## src/hw/pmc_pkg.sv

```systemverilog
package pmc_pkg;

  // ==========================================================================
  // power modes
  typedef enum logic [2:0] {
    PMC_NORMAL,
    PMC_IDLE,
    PMC_SUSPEND,
    PMC_SNOOZE,
    PMC_STOP,
    PMC_SHUTDOWN
  } pmc_mode_t;

  // ==========================================================================
  // sizes
  localparam int unsigned NUM_PERIPH = 8;
  localparam int unsigned SYNC_STAGES = 2;

  // ==========================================================================
  // reset values of registered outputs
  localparam logic RST_CORE_CLK_EN = 1'h1;
  localparam logic RST_FAST_OSC_EN = 1'h1;
  localparam logic RST_POWER_NETS_ON = 1'h1;
  localparam logic RST_PIN_HOLD = 1'h0;
  localparam logic RST_REG_LOW_BIAS = 1'h0;
  localparam logic RST_REG_POWER_DOWN = 1'h0;
  localparam logic RST_SLOW_TIMER_EN = 1'h0;
  localparam logic RST_CORE_RESET = 1'h0;
  localparam logic [NUM_PERIPH-1:0] RST_PERIPH_CLK_EN = 8'h00;
  // synchroniser idle levels: reset pin released, comparator high
  localparam logic [SYNC_STAGES-1:0] RST_PIN_SYNC = 2'h3;
  localparam logic [SYNC_STAGES-1:0] RST_CMP_SYNC = 2'h3;

endpackage : pmc_pkg

```

## src/hw/pmc_power_mode_controller.sv

```systemverilog
`timescale 1ns/10ps

module pmc_power_mode_controller (
  // clock and reset
  input wire logic clk_i,
  input wire logic resetn_i,
  // mode requests from the power control bits
  input wire logic idle_req_i,
  input wire logic suspend_req_i,
  input wire logic snooze_req_i,
  input wire logic stop_req_i,
  input wire logic regulator_off_select_i,
  // wake sources
  input wire logic irq_any_i,
  input wire logic timer4_event_i,
  input wire logic serial_periph_port_wake_i,
  input wire logic two_wire_port_wake_i,
  input wire logic port_match_i,
  input wire logic comparator0_i,
  input wire logic config_logic_unit_irq_i,
  input wire logic config_logic_unit_irq_en_i,
  // reset sources
  input wire logic reset_pin_n_i,
  input wire logic por_i,
  input wire logic other_reset_i,
  // peripheral usage
  input wire logic [pmc_pkg::NUM_PERIPH-1:0] periph_in_use_i,
  // clock, oscillator and supply controls
  output logic core_clk_en_o,
  output logic [pmc_pkg::NUM_PERIPH-1:0] periph_clk_en_o,
  output logic fast_osc_low_en_o,
  output logic fast_osc_high_en_o,
  output logic slow_timer_clk_en_o,
  output logic reg_low_bias_o,
  output logic reg_power_down_o,
  output logic power_nets_on_o,
  output logic pin_hold_o,
  // status
  output logic core_reset_o,
  output pmc_pkg::pmc_mode_t mode_o
);

  // ==========================================================================
  // decoders
  function automatic logic is_clocked(input pmc_pkg::pmc_mode_t m);
    is_clocked = (m == pmc_pkg::PMC_NORMAL) || (m == pmc_pkg::PMC_IDLE);
  endfunction : is_clocked

  function automatic logic is_sleep(input pmc_pkg::pmc_mode_t m);
    is_sleep = (m == pmc_pkg::PMC_SUSPEND) || (m == pmc_pkg::PMC_SNOOZE);
  endfunction : is_sleep

  function automatic logic is_off(input pmc_pkg::pmc_mode_t m);
    is_off = (m == pmc_pkg::PMC_STOP) || (m == pmc_pkg::PMC_SHUTDOWN);
  endfunction : is_off

  // ==========================================================================
  // synchronisers for pin-level inputs
  logic [pmc_pkg::SYNC_STAGES-1:0] pin_sync;
  logic [pmc_pkg::SYNC_STAGES-1:0] cmp_sync;
  logic cmp_prev;

  always_ff @(posedge clk_i or negedge resetn_i) begin
    if (!resetn_i) begin
      pin_sync <= pmc_pkg::RST_PIN_SYNC;
      cmp_sync <= pmc_pkg::RST_CMP_SYNC;
      cmp_prev <= pmc_pkg::RST_CMP_SYNC[pmc_pkg::SYNC_STAGES-1];
    end else begin
      pin_sync <= {pin_sync[0], reset_pin_n_i};
      cmp_sync <= {cmp_sync[0], comparator0_i};
      cmp_prev <= cmp_sync[1];
    end
  end

  logic pin_reset;
  logic cmp_fall;
  logic sleep_wake;
  logic hard_reset;
  assign pin_reset = !pin_sync[1];
  assign cmp_fall = cmp_prev && !cmp_sync[1];
  // logic-unit interrupt only counts when enabled
  assign sleep_wake = timer4_event_i || serial_periph_port_wake_i || two_wire_port_wake_i ||
                      port_match_i || cmp_fall ||
                      (config_logic_unit_irq_i && config_logic_unit_irq_en_i);
  assign hard_reset = pin_reset || por_i;

  // ==========================================================================
  // mode state machine
  pmc_pkg::pmc_mode_t state;
  pmc_pkg::pmc_mode_t next_state;
  logic next_core_reset;

  always_comb begin
    next_state = state;
    next_core_reset = 1'h0;
    unique case (state)
      pmc_pkg::PMC_NORMAL: begin
        // stop wins over the lighter modes if software sets several at once
        if (stop_req_i) begin
          next_state = regulator_off_select_i ? pmc_pkg::PMC_SHUTDOWN
                                              : pmc_pkg::PMC_STOP;
        end else if (snooze_req_i) begin
          next_state = pmc_pkg::PMC_SNOOZE;
        end else if (suspend_req_i) begin
          next_state = pmc_pkg::PMC_SUSPEND;
        end else if (idle_req_i) begin
          next_state = pmc_pkg::PMC_IDLE;
        end
      end
      pmc_pkg::PMC_IDLE: begin
        if (irq_any_i) begin
          next_state = pmc_pkg::PMC_NORMAL;
        end
      end
      pmc_pkg::PMC_SUSPEND, pmc_pkg::PMC_SNOOZE: begin
        if (sleep_wake) begin
          next_state = pmc_pkg::PMC_NORMAL;
        end
      end
      pmc_pkg::PMC_STOP: begin
        if (hard_reset || other_reset_i) begin
          next_state = pmc_pkg::PMC_NORMAL;
          next_core_reset = 1'h1;
        end
      end
      pmc_pkg::PMC_SHUTDOWN: begin
        // internal reset sources are dead here, so only the pin or power-on count
        if (hard_reset) begin
          next_state = pmc_pkg::PMC_NORMAL;
          next_core_reset = 1'h1;
        end
      end
      default: begin
        next_state = pmc_pkg::PMC_NORMAL;
      end
    endcase
  end

  always_ff @(posedge clk_i or negedge resetn_i) begin
    if (!resetn_i) begin
      state <= pmc_pkg::PMC_NORMAL;
      core_reset_o <= pmc_pkg::RST_CORE_RESET;
    end else begin
      state <= next_state;
      core_reset_o <= next_core_reset;
    end
  end

  // ==========================================================================
  // clock and supply controls, registered from the next mode so they track state
  always_ff @(posedge clk_i or negedge resetn_i) begin
    if (!resetn_i) begin
      mode_o <= pmc_pkg::PMC_NORMAL;
      core_clk_en_o <= pmc_pkg::RST_CORE_CLK_EN;
      fast_osc_low_en_o <= pmc_pkg::RST_FAST_OSC_EN;
      fast_osc_high_en_o <= pmc_pkg::RST_FAST_OSC_EN;
      slow_timer_clk_en_o <= pmc_pkg::RST_SLOW_TIMER_EN;
      reg_low_bias_o <= pmc_pkg::RST_REG_LOW_BIAS;
      reg_power_down_o <= pmc_pkg::RST_REG_POWER_DOWN;
      power_nets_on_o <= pmc_pkg::RST_POWER_NETS_ON;
      pin_hold_o <= pmc_pkg::RST_PIN_HOLD;
    end else begin
      mode_o <= next_state;
      core_clk_en_o <= (next_state == pmc_pkg::PMC_NORMAL);
      fast_osc_low_en_o <= is_clocked(next_state);
      fast_osc_high_en_o <= is_clocked(next_state);
      slow_timer_clk_en_o <= is_sleep(next_state);
      reg_low_bias_o <= (next_state == pmc_pkg::PMC_SNOOZE);
      reg_power_down_o <= (next_state == pmc_pkg::PMC_SHUTDOWN);
      power_nets_on_o <= !is_off(next_state);
      pin_hold_o <= is_off(next_state);
    end
  end

  // per-peripheral gating; an unused block costs only leakage
  genvar gi;
  generate
    for (gi = 0; gi < pmc_pkg::NUM_PERIPH; gi++) begin : g_periph
      always_ff @(posedge clk_i or negedge resetn_i) begin
        if (!resetn_i) begin
          periph_clk_en_o[gi] <= pmc_pkg::RST_PERIPH_CLK_EN[gi];
        end else begin
          periph_clk_en_o[gi] <= periph_in_use_i[gi] && is_clocked(next_state);
        end
      end
    end
  endgenerate

  // ==========================================================================
  // checks
  // the first edge after reset release still shows the reset value of the gates
  normal_clocks_on_a:
  assert property (@(posedge clk_i) disable iff (!resetn_i)
    ($past(resetn_i) && (mode_o == pmc_pkg::PMC_NORMAL)) |->
      core_clk_en_o && fast_osc_low_en_o && power_nets_on_o &&
      (periph_clk_en_o == $past(periph_in_use_i)))
    else $error("normal mode lost a clock");

  idle_entry_a:
  assert property (@(posedge clk_i) disable iff (!resetn_i)
    (mode_o == pmc_pkg::PMC_NORMAL && idle_req_i && !stop_req_i && !snooze_req_i &&
     !suspend_req_i) |=> !core_clk_en_o && fast_osc_low_en_o &&
      (periph_clk_en_o == $past(periph_in_use_i)))
    else $error("idle did not halt only the core");

  wake_no_reset_a:
  assert property (@(posedge clk_i) disable iff (!resetn_i)
    ((mode_o == pmc_pkg::PMC_IDLE && irq_any_i) ||
     (is_sleep(mode_o) && sleep_wake)) |=> core_clk_en_o && !core_reset_o)
    else $error("wake did not resume cleanly");

  suspend_stops_a:
  assert property (@(posedge clk_i) disable iff (!resetn_i)
    (mode_o == pmc_pkg::PMC_SUSPEND) |->
      !core_clk_en_o && (periph_clk_en_o == '0) && !fast_osc_low_en_o &&
      !fast_osc_high_en_o && !reg_low_bias_o && power_nets_on_o)
    else $error("suspend controls wrong");

  snooze_bias_a:
  assert property (@(posedge clk_i) disable iff (!resetn_i)
    $rose(mode_o == pmc_pkg::PMC_SNOOZE) |->
      reg_low_bias_o && !fast_osc_high_en_o && !core_clk_en_o && $past(snooze_req_i))
    else $error("snooze bias not lowered");

  slow_timer_a:
  assert property (@(posedge clk_i) disable iff (!resetn_i)
    slow_timer_clk_en_o == is_sleep(mode_o))
    else $error("slow timer clock wrong");

  sleep_wake_a:
  assert property (@(posedge clk_i) disable iff (!resetn_i)
    (is_sleep(mode_o) && !sleep_wake) |=> is_sleep(mode_o) ##0 $stable(mode_o))
    else $error("sleep left without wake source");

  stop_exit_a:
  assert property (@(posedge clk_i) disable iff (!resetn_i)
    (mode_o == pmc_pkg::PMC_STOP && other_reset_i) |=>
      core_reset_o && power_nets_on_o && !pin_hold_o ##1 !core_reset_o)
    else $error("stop did not exit on reset");

  shutdown_hold_a:
  assert property (@(posedge clk_i) disable iff (!resetn_i)
    (mode_o == pmc_pkg::PMC_SHUTDOWN && !pin_reset && !por_i) |=>
      mode_o == pmc_pkg::PMC_SHUTDOWN && reg_power_down_o && pin_hold_o)
    else $error("shutdown left without pin or power-on reset");

  periph_gate_a:
  assert property (@(posedge clk_i) disable iff (!resetn_i)
    (periph_clk_en_o & ~$past(periph_in_use_i)) == '0)
    else $error("unused peripheral clocked");

endmodule : pmc_power_mode_controller

```

## config.mk

```make
export PLATFORM = sky130hd
export DESIGN_NAME = pmc_power_mode_controller
export DESIGN_NICKNAME = d
export VERILOG_FILES = /design/src/hw/pmc_pkg.sv /design/src/hw/pmc_power_mode_controller.sv
export SDC_FILE = /design/constraint.sdc
export NUM_CORES = 1
export LEC_CHECK = 0
export BUFFER_PORTS_ARGS = -buffer_cell sky130_fd_sc_hd__buf_4
export CAP_MARGIN = 20
export CORE_UTILIZATION = 39
export DETAILED_ROUTE_END_ITERATION = 10
export HOLD_SLACK_MARGIN = 0.06
export MAX_ROUTING_LAYER = met4
export PLACE_DENSITY = 0.8
export SLEW_MARGIN = 10
export SYNTH_ARGS = -nofsm -noshare
export SYNTH_HDL_FRONTEND = slang
export SYNTH_SLANG_ARGS = --single-unit
```

## constraint.sdc

```tcl
create_clock -name clk_i -period 1.5 [get_ports clk_i]
set_input_delay 0.075 -clock clk_i [delete_from_list [all_inputs] [get_ports clk_i]]
set_output_delay 0.075 -clock clk_i [all_outputs]
set_load 0.02 [all_outputs]
```

==> results.sh <==
export IMPL_dp_cells=143
export IMPL_antenna_found_initial=0
export IMPL_cts_max_level=1
export IMPL_min_path_cells=4
export IMPL_vdd_drop_max_mv=0.961
export IMPL_power_density_nw_per_um2=1670
export IMPL_final_cells=164
export IMPL_first_iter_violations=1
export IMPL_place_ws_ps=-135
export IMPL_max_cap_viol_count=0
export IMPL_critPathMaxStageDelay_ps=580
export IMPL_leakage_nw=0.783
export IMPL_start_util=0.431
export IMPL_fin_area_um2=1550
export IMPL_startpoint_type="flip-flop"
export IMPL_core_region_area_um2=2040
export IMPL_grt_max_degree=25
export IMPL_io_buffers=45
export IMPL_rsz0062_at_grt="true"
export IMPL_final_util=0.758
export IMPL_drt_wl_total_um=2120
export IMPL_grt_pass1_wl_um=3260
export IMPL_die_h_um=49.5
export IMPL_dp_hpwl_um=1360
export IMPL_fp_dieW_um=49.5
export IMPL_yosys_area_top_type="dfrtp_1"
export IMPL_nets=164
export IMPL_violations="negative setup slack"
export IMPL_ys_flop_type="dfrtp_1"
export IMPL_ys_warn_count=0
export IMPL_worst_hold_slack_ps=160
export IMPL_area_growth_pct=76.0
export IMPL_ys_top_cells_by_area="dfrtp_1 46%, dfstp_2 24%, and2_1 6.4%"
export IMPL_cp_end_kind="flip-flop"
export IMPL_synthArstFlopShare=1.00
export IMPL_cts_buffers=3
export IMPL_status="finished with violations"
export IMPL_cpMaxStageDelayCell="dfstp_2"
export IMPL_setup_tns_ps=-46.2
export IMPL_synth_fp_nets=93
export IMPL_p_total_mw=2.58
export IMPL_fmax_mhz=661
export IMPL_arrival_ps=1730
export IMPL_crit_chain="nor2b_4 > a2111oi_4 > buf_4 > nor3_4 > buf_6 > and2_4"
export IMPL_grt_usage=0.196
export IMPL_synth_edf_count=0
export IMPL_drtAntennaViolNets=0
export IMPL_crit_type="flip-flop to flip-flop"
export IMPL_clockRootBuffer="clkbuf_4"
export IMPL_reg2reg_depth=6
export IMPL_row_count=16
export IMPL_drive_above_1_share=0.620
export IMPL_yosys_top_cells_count="16 x dfrtp_1, 9 x and2_1, 8 x dfstp_2, 8 x nor2_1, 6 x inv_1"
export IMPL_skew_ps=5.64
export IMPL_required_ps=1710
export IMPL_firstDrtPassIters=4
export IMPL_antenna_diode_count=0
export IMPL_yosysSeqAreaShare=0.694
export IMPL_clockBufferDepth=2
export IMPL_netlist_area_um2=880
export IMPL_drc_errors=0
export IMPL_clk_pin_slew_ps=120
export IMPL_layout_setup_ws_ps=-12.3
export IMPL_placed_area_um2=1280
export IMPL_yosys_register_bits=24
export IMPL_viasPerCell=4.68
export IMPL_slew_viol_final=0
export IMPL_cts_tree="built"
export IMPL_setup_viol_count_final=8
export IMPL_synth_most_common_cell="dfrtp_1"
export IMPL_grt_ovfl_total=0
export IMPL_detail_route_wl_per_cell_um=12.9
export IMPL_boundaryPins=46
export IMPL_hold_class="primary input to flip-flop"
export IMPL_syn_instance_count=67
export IMPL_gp_congestion=0.882
export IMPL_hold_viol=0
export IMPL_fin_crit_sh=1.01
export IMPL_clkLatencyLatePin_ps=310
export IMPL_vias=768
export IMPL_clkSinkCount=24
export IMPL_worstMarginPinSlew_ps=403
export IMPL_synth_cell_types=17
export IMPL_grt_pass1_vias=783
export IMPL_avgSynthCellArea_um2=13.1
export IMPL_relSlewSlack=0.731
export IMPL_die_area_um2=2450
export IMPL_period_needed_ps=1510
export IMPL_cp_max_fo=6
export IMPL_synth_top_area_frac=0.455
## worst paths after layout
path | to | slack, ps | start
max | periph_clk_en_o[0]$_DFF_PN0_ | -10 | cmp_sync[1]$_DFF_PN1_
max reg2reg | periph_clk_en_o[0]$_DFF_PN0_ | -10 | cmp_sync[1]$_DFF_PN1_
min in group asynchronous | periph_clk_en_o[2]$_DFF_PN0_ | 170 | resetn_i
min reg2reg | pin_sync[1]$_DFF_PN1_ | 360 | pin_sync[0]$_DFF_PN1_
min | core_reset_o$_DFF_PN0_ | 160 | por_i
max in group asynchronous | cmp_sync[1]$_DFF_PN1_ | 1050 | resetn_i
## area by class of cell
cell class | instances | area [um2]
Inverter | 6 | 22.5
Sequential cell | 24 | 611
Clock buffer | 4 | 26.3
Fill cell | 144 | 494
Tap cell | 27 | 33.8
Multi-Input combinational cell | 36 | 314
Timing Repair Buffer | 67 | 541
## critical path: cells and delay by family (launching register included)
kind | cells | cell delay [ps]
flops | 1 | 580
buf+inv | 2 | 330
compound gates | 1 | 300
simple gates | 3 | 230
## where the power goes
group	leakage [nW]	switching [mW]	total (mW)	internal [mW]
logic	0.477	0.671	1.36	0.688
registers	0.291	0.0689	0.937	0.868
clock network	0.0150	0.181	0.285	0.104
## cell usage in the layout, fill, tap and decap left out, types with 2 or more instances in the layout
| cell | instances |
|---|---|
| nand2b_1 | 3 |
| dfrtp_1 | 16 |
| inv_1 | 6 |
| dlygate4sd3_1 | 12 |
| dfstp_2 | 8 |
| nor3_1 | 3 |
| nor2_2 | 2 |
| nor2_1 | 6 |
| nor2b_1 | 2 |
| clkbuf_4 | 3 |
| buf_4 | 53 |
| buf_6 | 2 |
| and2_4 | 9 |
## logic make-up after synthesis
family                 after synthesis  share of synthesized area
AO/OA/AOI/OAI                        5                     0.0654
buffers and inverters                7                     0.0341
flip-flops                          24                      0.694
multiplexers                         1                     0.0114
AND/OR/NAND/NOR                     30                      0.195
## per-layer routing
metal	wire length [um]	track usage	share of wire	vias up
met1	816	0.192	0.39	364
met2	1080	0.352	0.51	37
met3	121	0.0556	0.057	11
li1	-	-	-	356
met4	97	0.100	0.046	0
met5	0	-	0	-
## flip-flops by register name, indices dropped and copies added, names as in the netlist
| register | flops |
|---|---|
| pin_hold_o | 1 |
| core_clk_en_o | 1 |
| reg_low_bias_o | 1 |
| cmp_prev | 1 |
| periph_clk_en_o | 8 |
| reg_power_down_o | 1 |
| core_reset_o | 1 |
| power_nets_on_o | 1 |
| mode_o | 3 |
| pin_sync | 2 |
| fast_osc_high_en_o | 1 |
| slow_timer_clk_en_o | 1 |
| cmp_sync | 2 |
## repair_timing
action / 4_1_cts / 5_1_grt
buffers inserted: 0 / 6
hold buffers: 12 / 0
pin swaps: 1 / 13
gates cloned: 0 / 0
endpoints found under the hold margin: 35 / 0
gates resized for setup: 3 / 18
endpoints found under the setup margin: 12 / 12
Power figures use the tool's default switching activity.
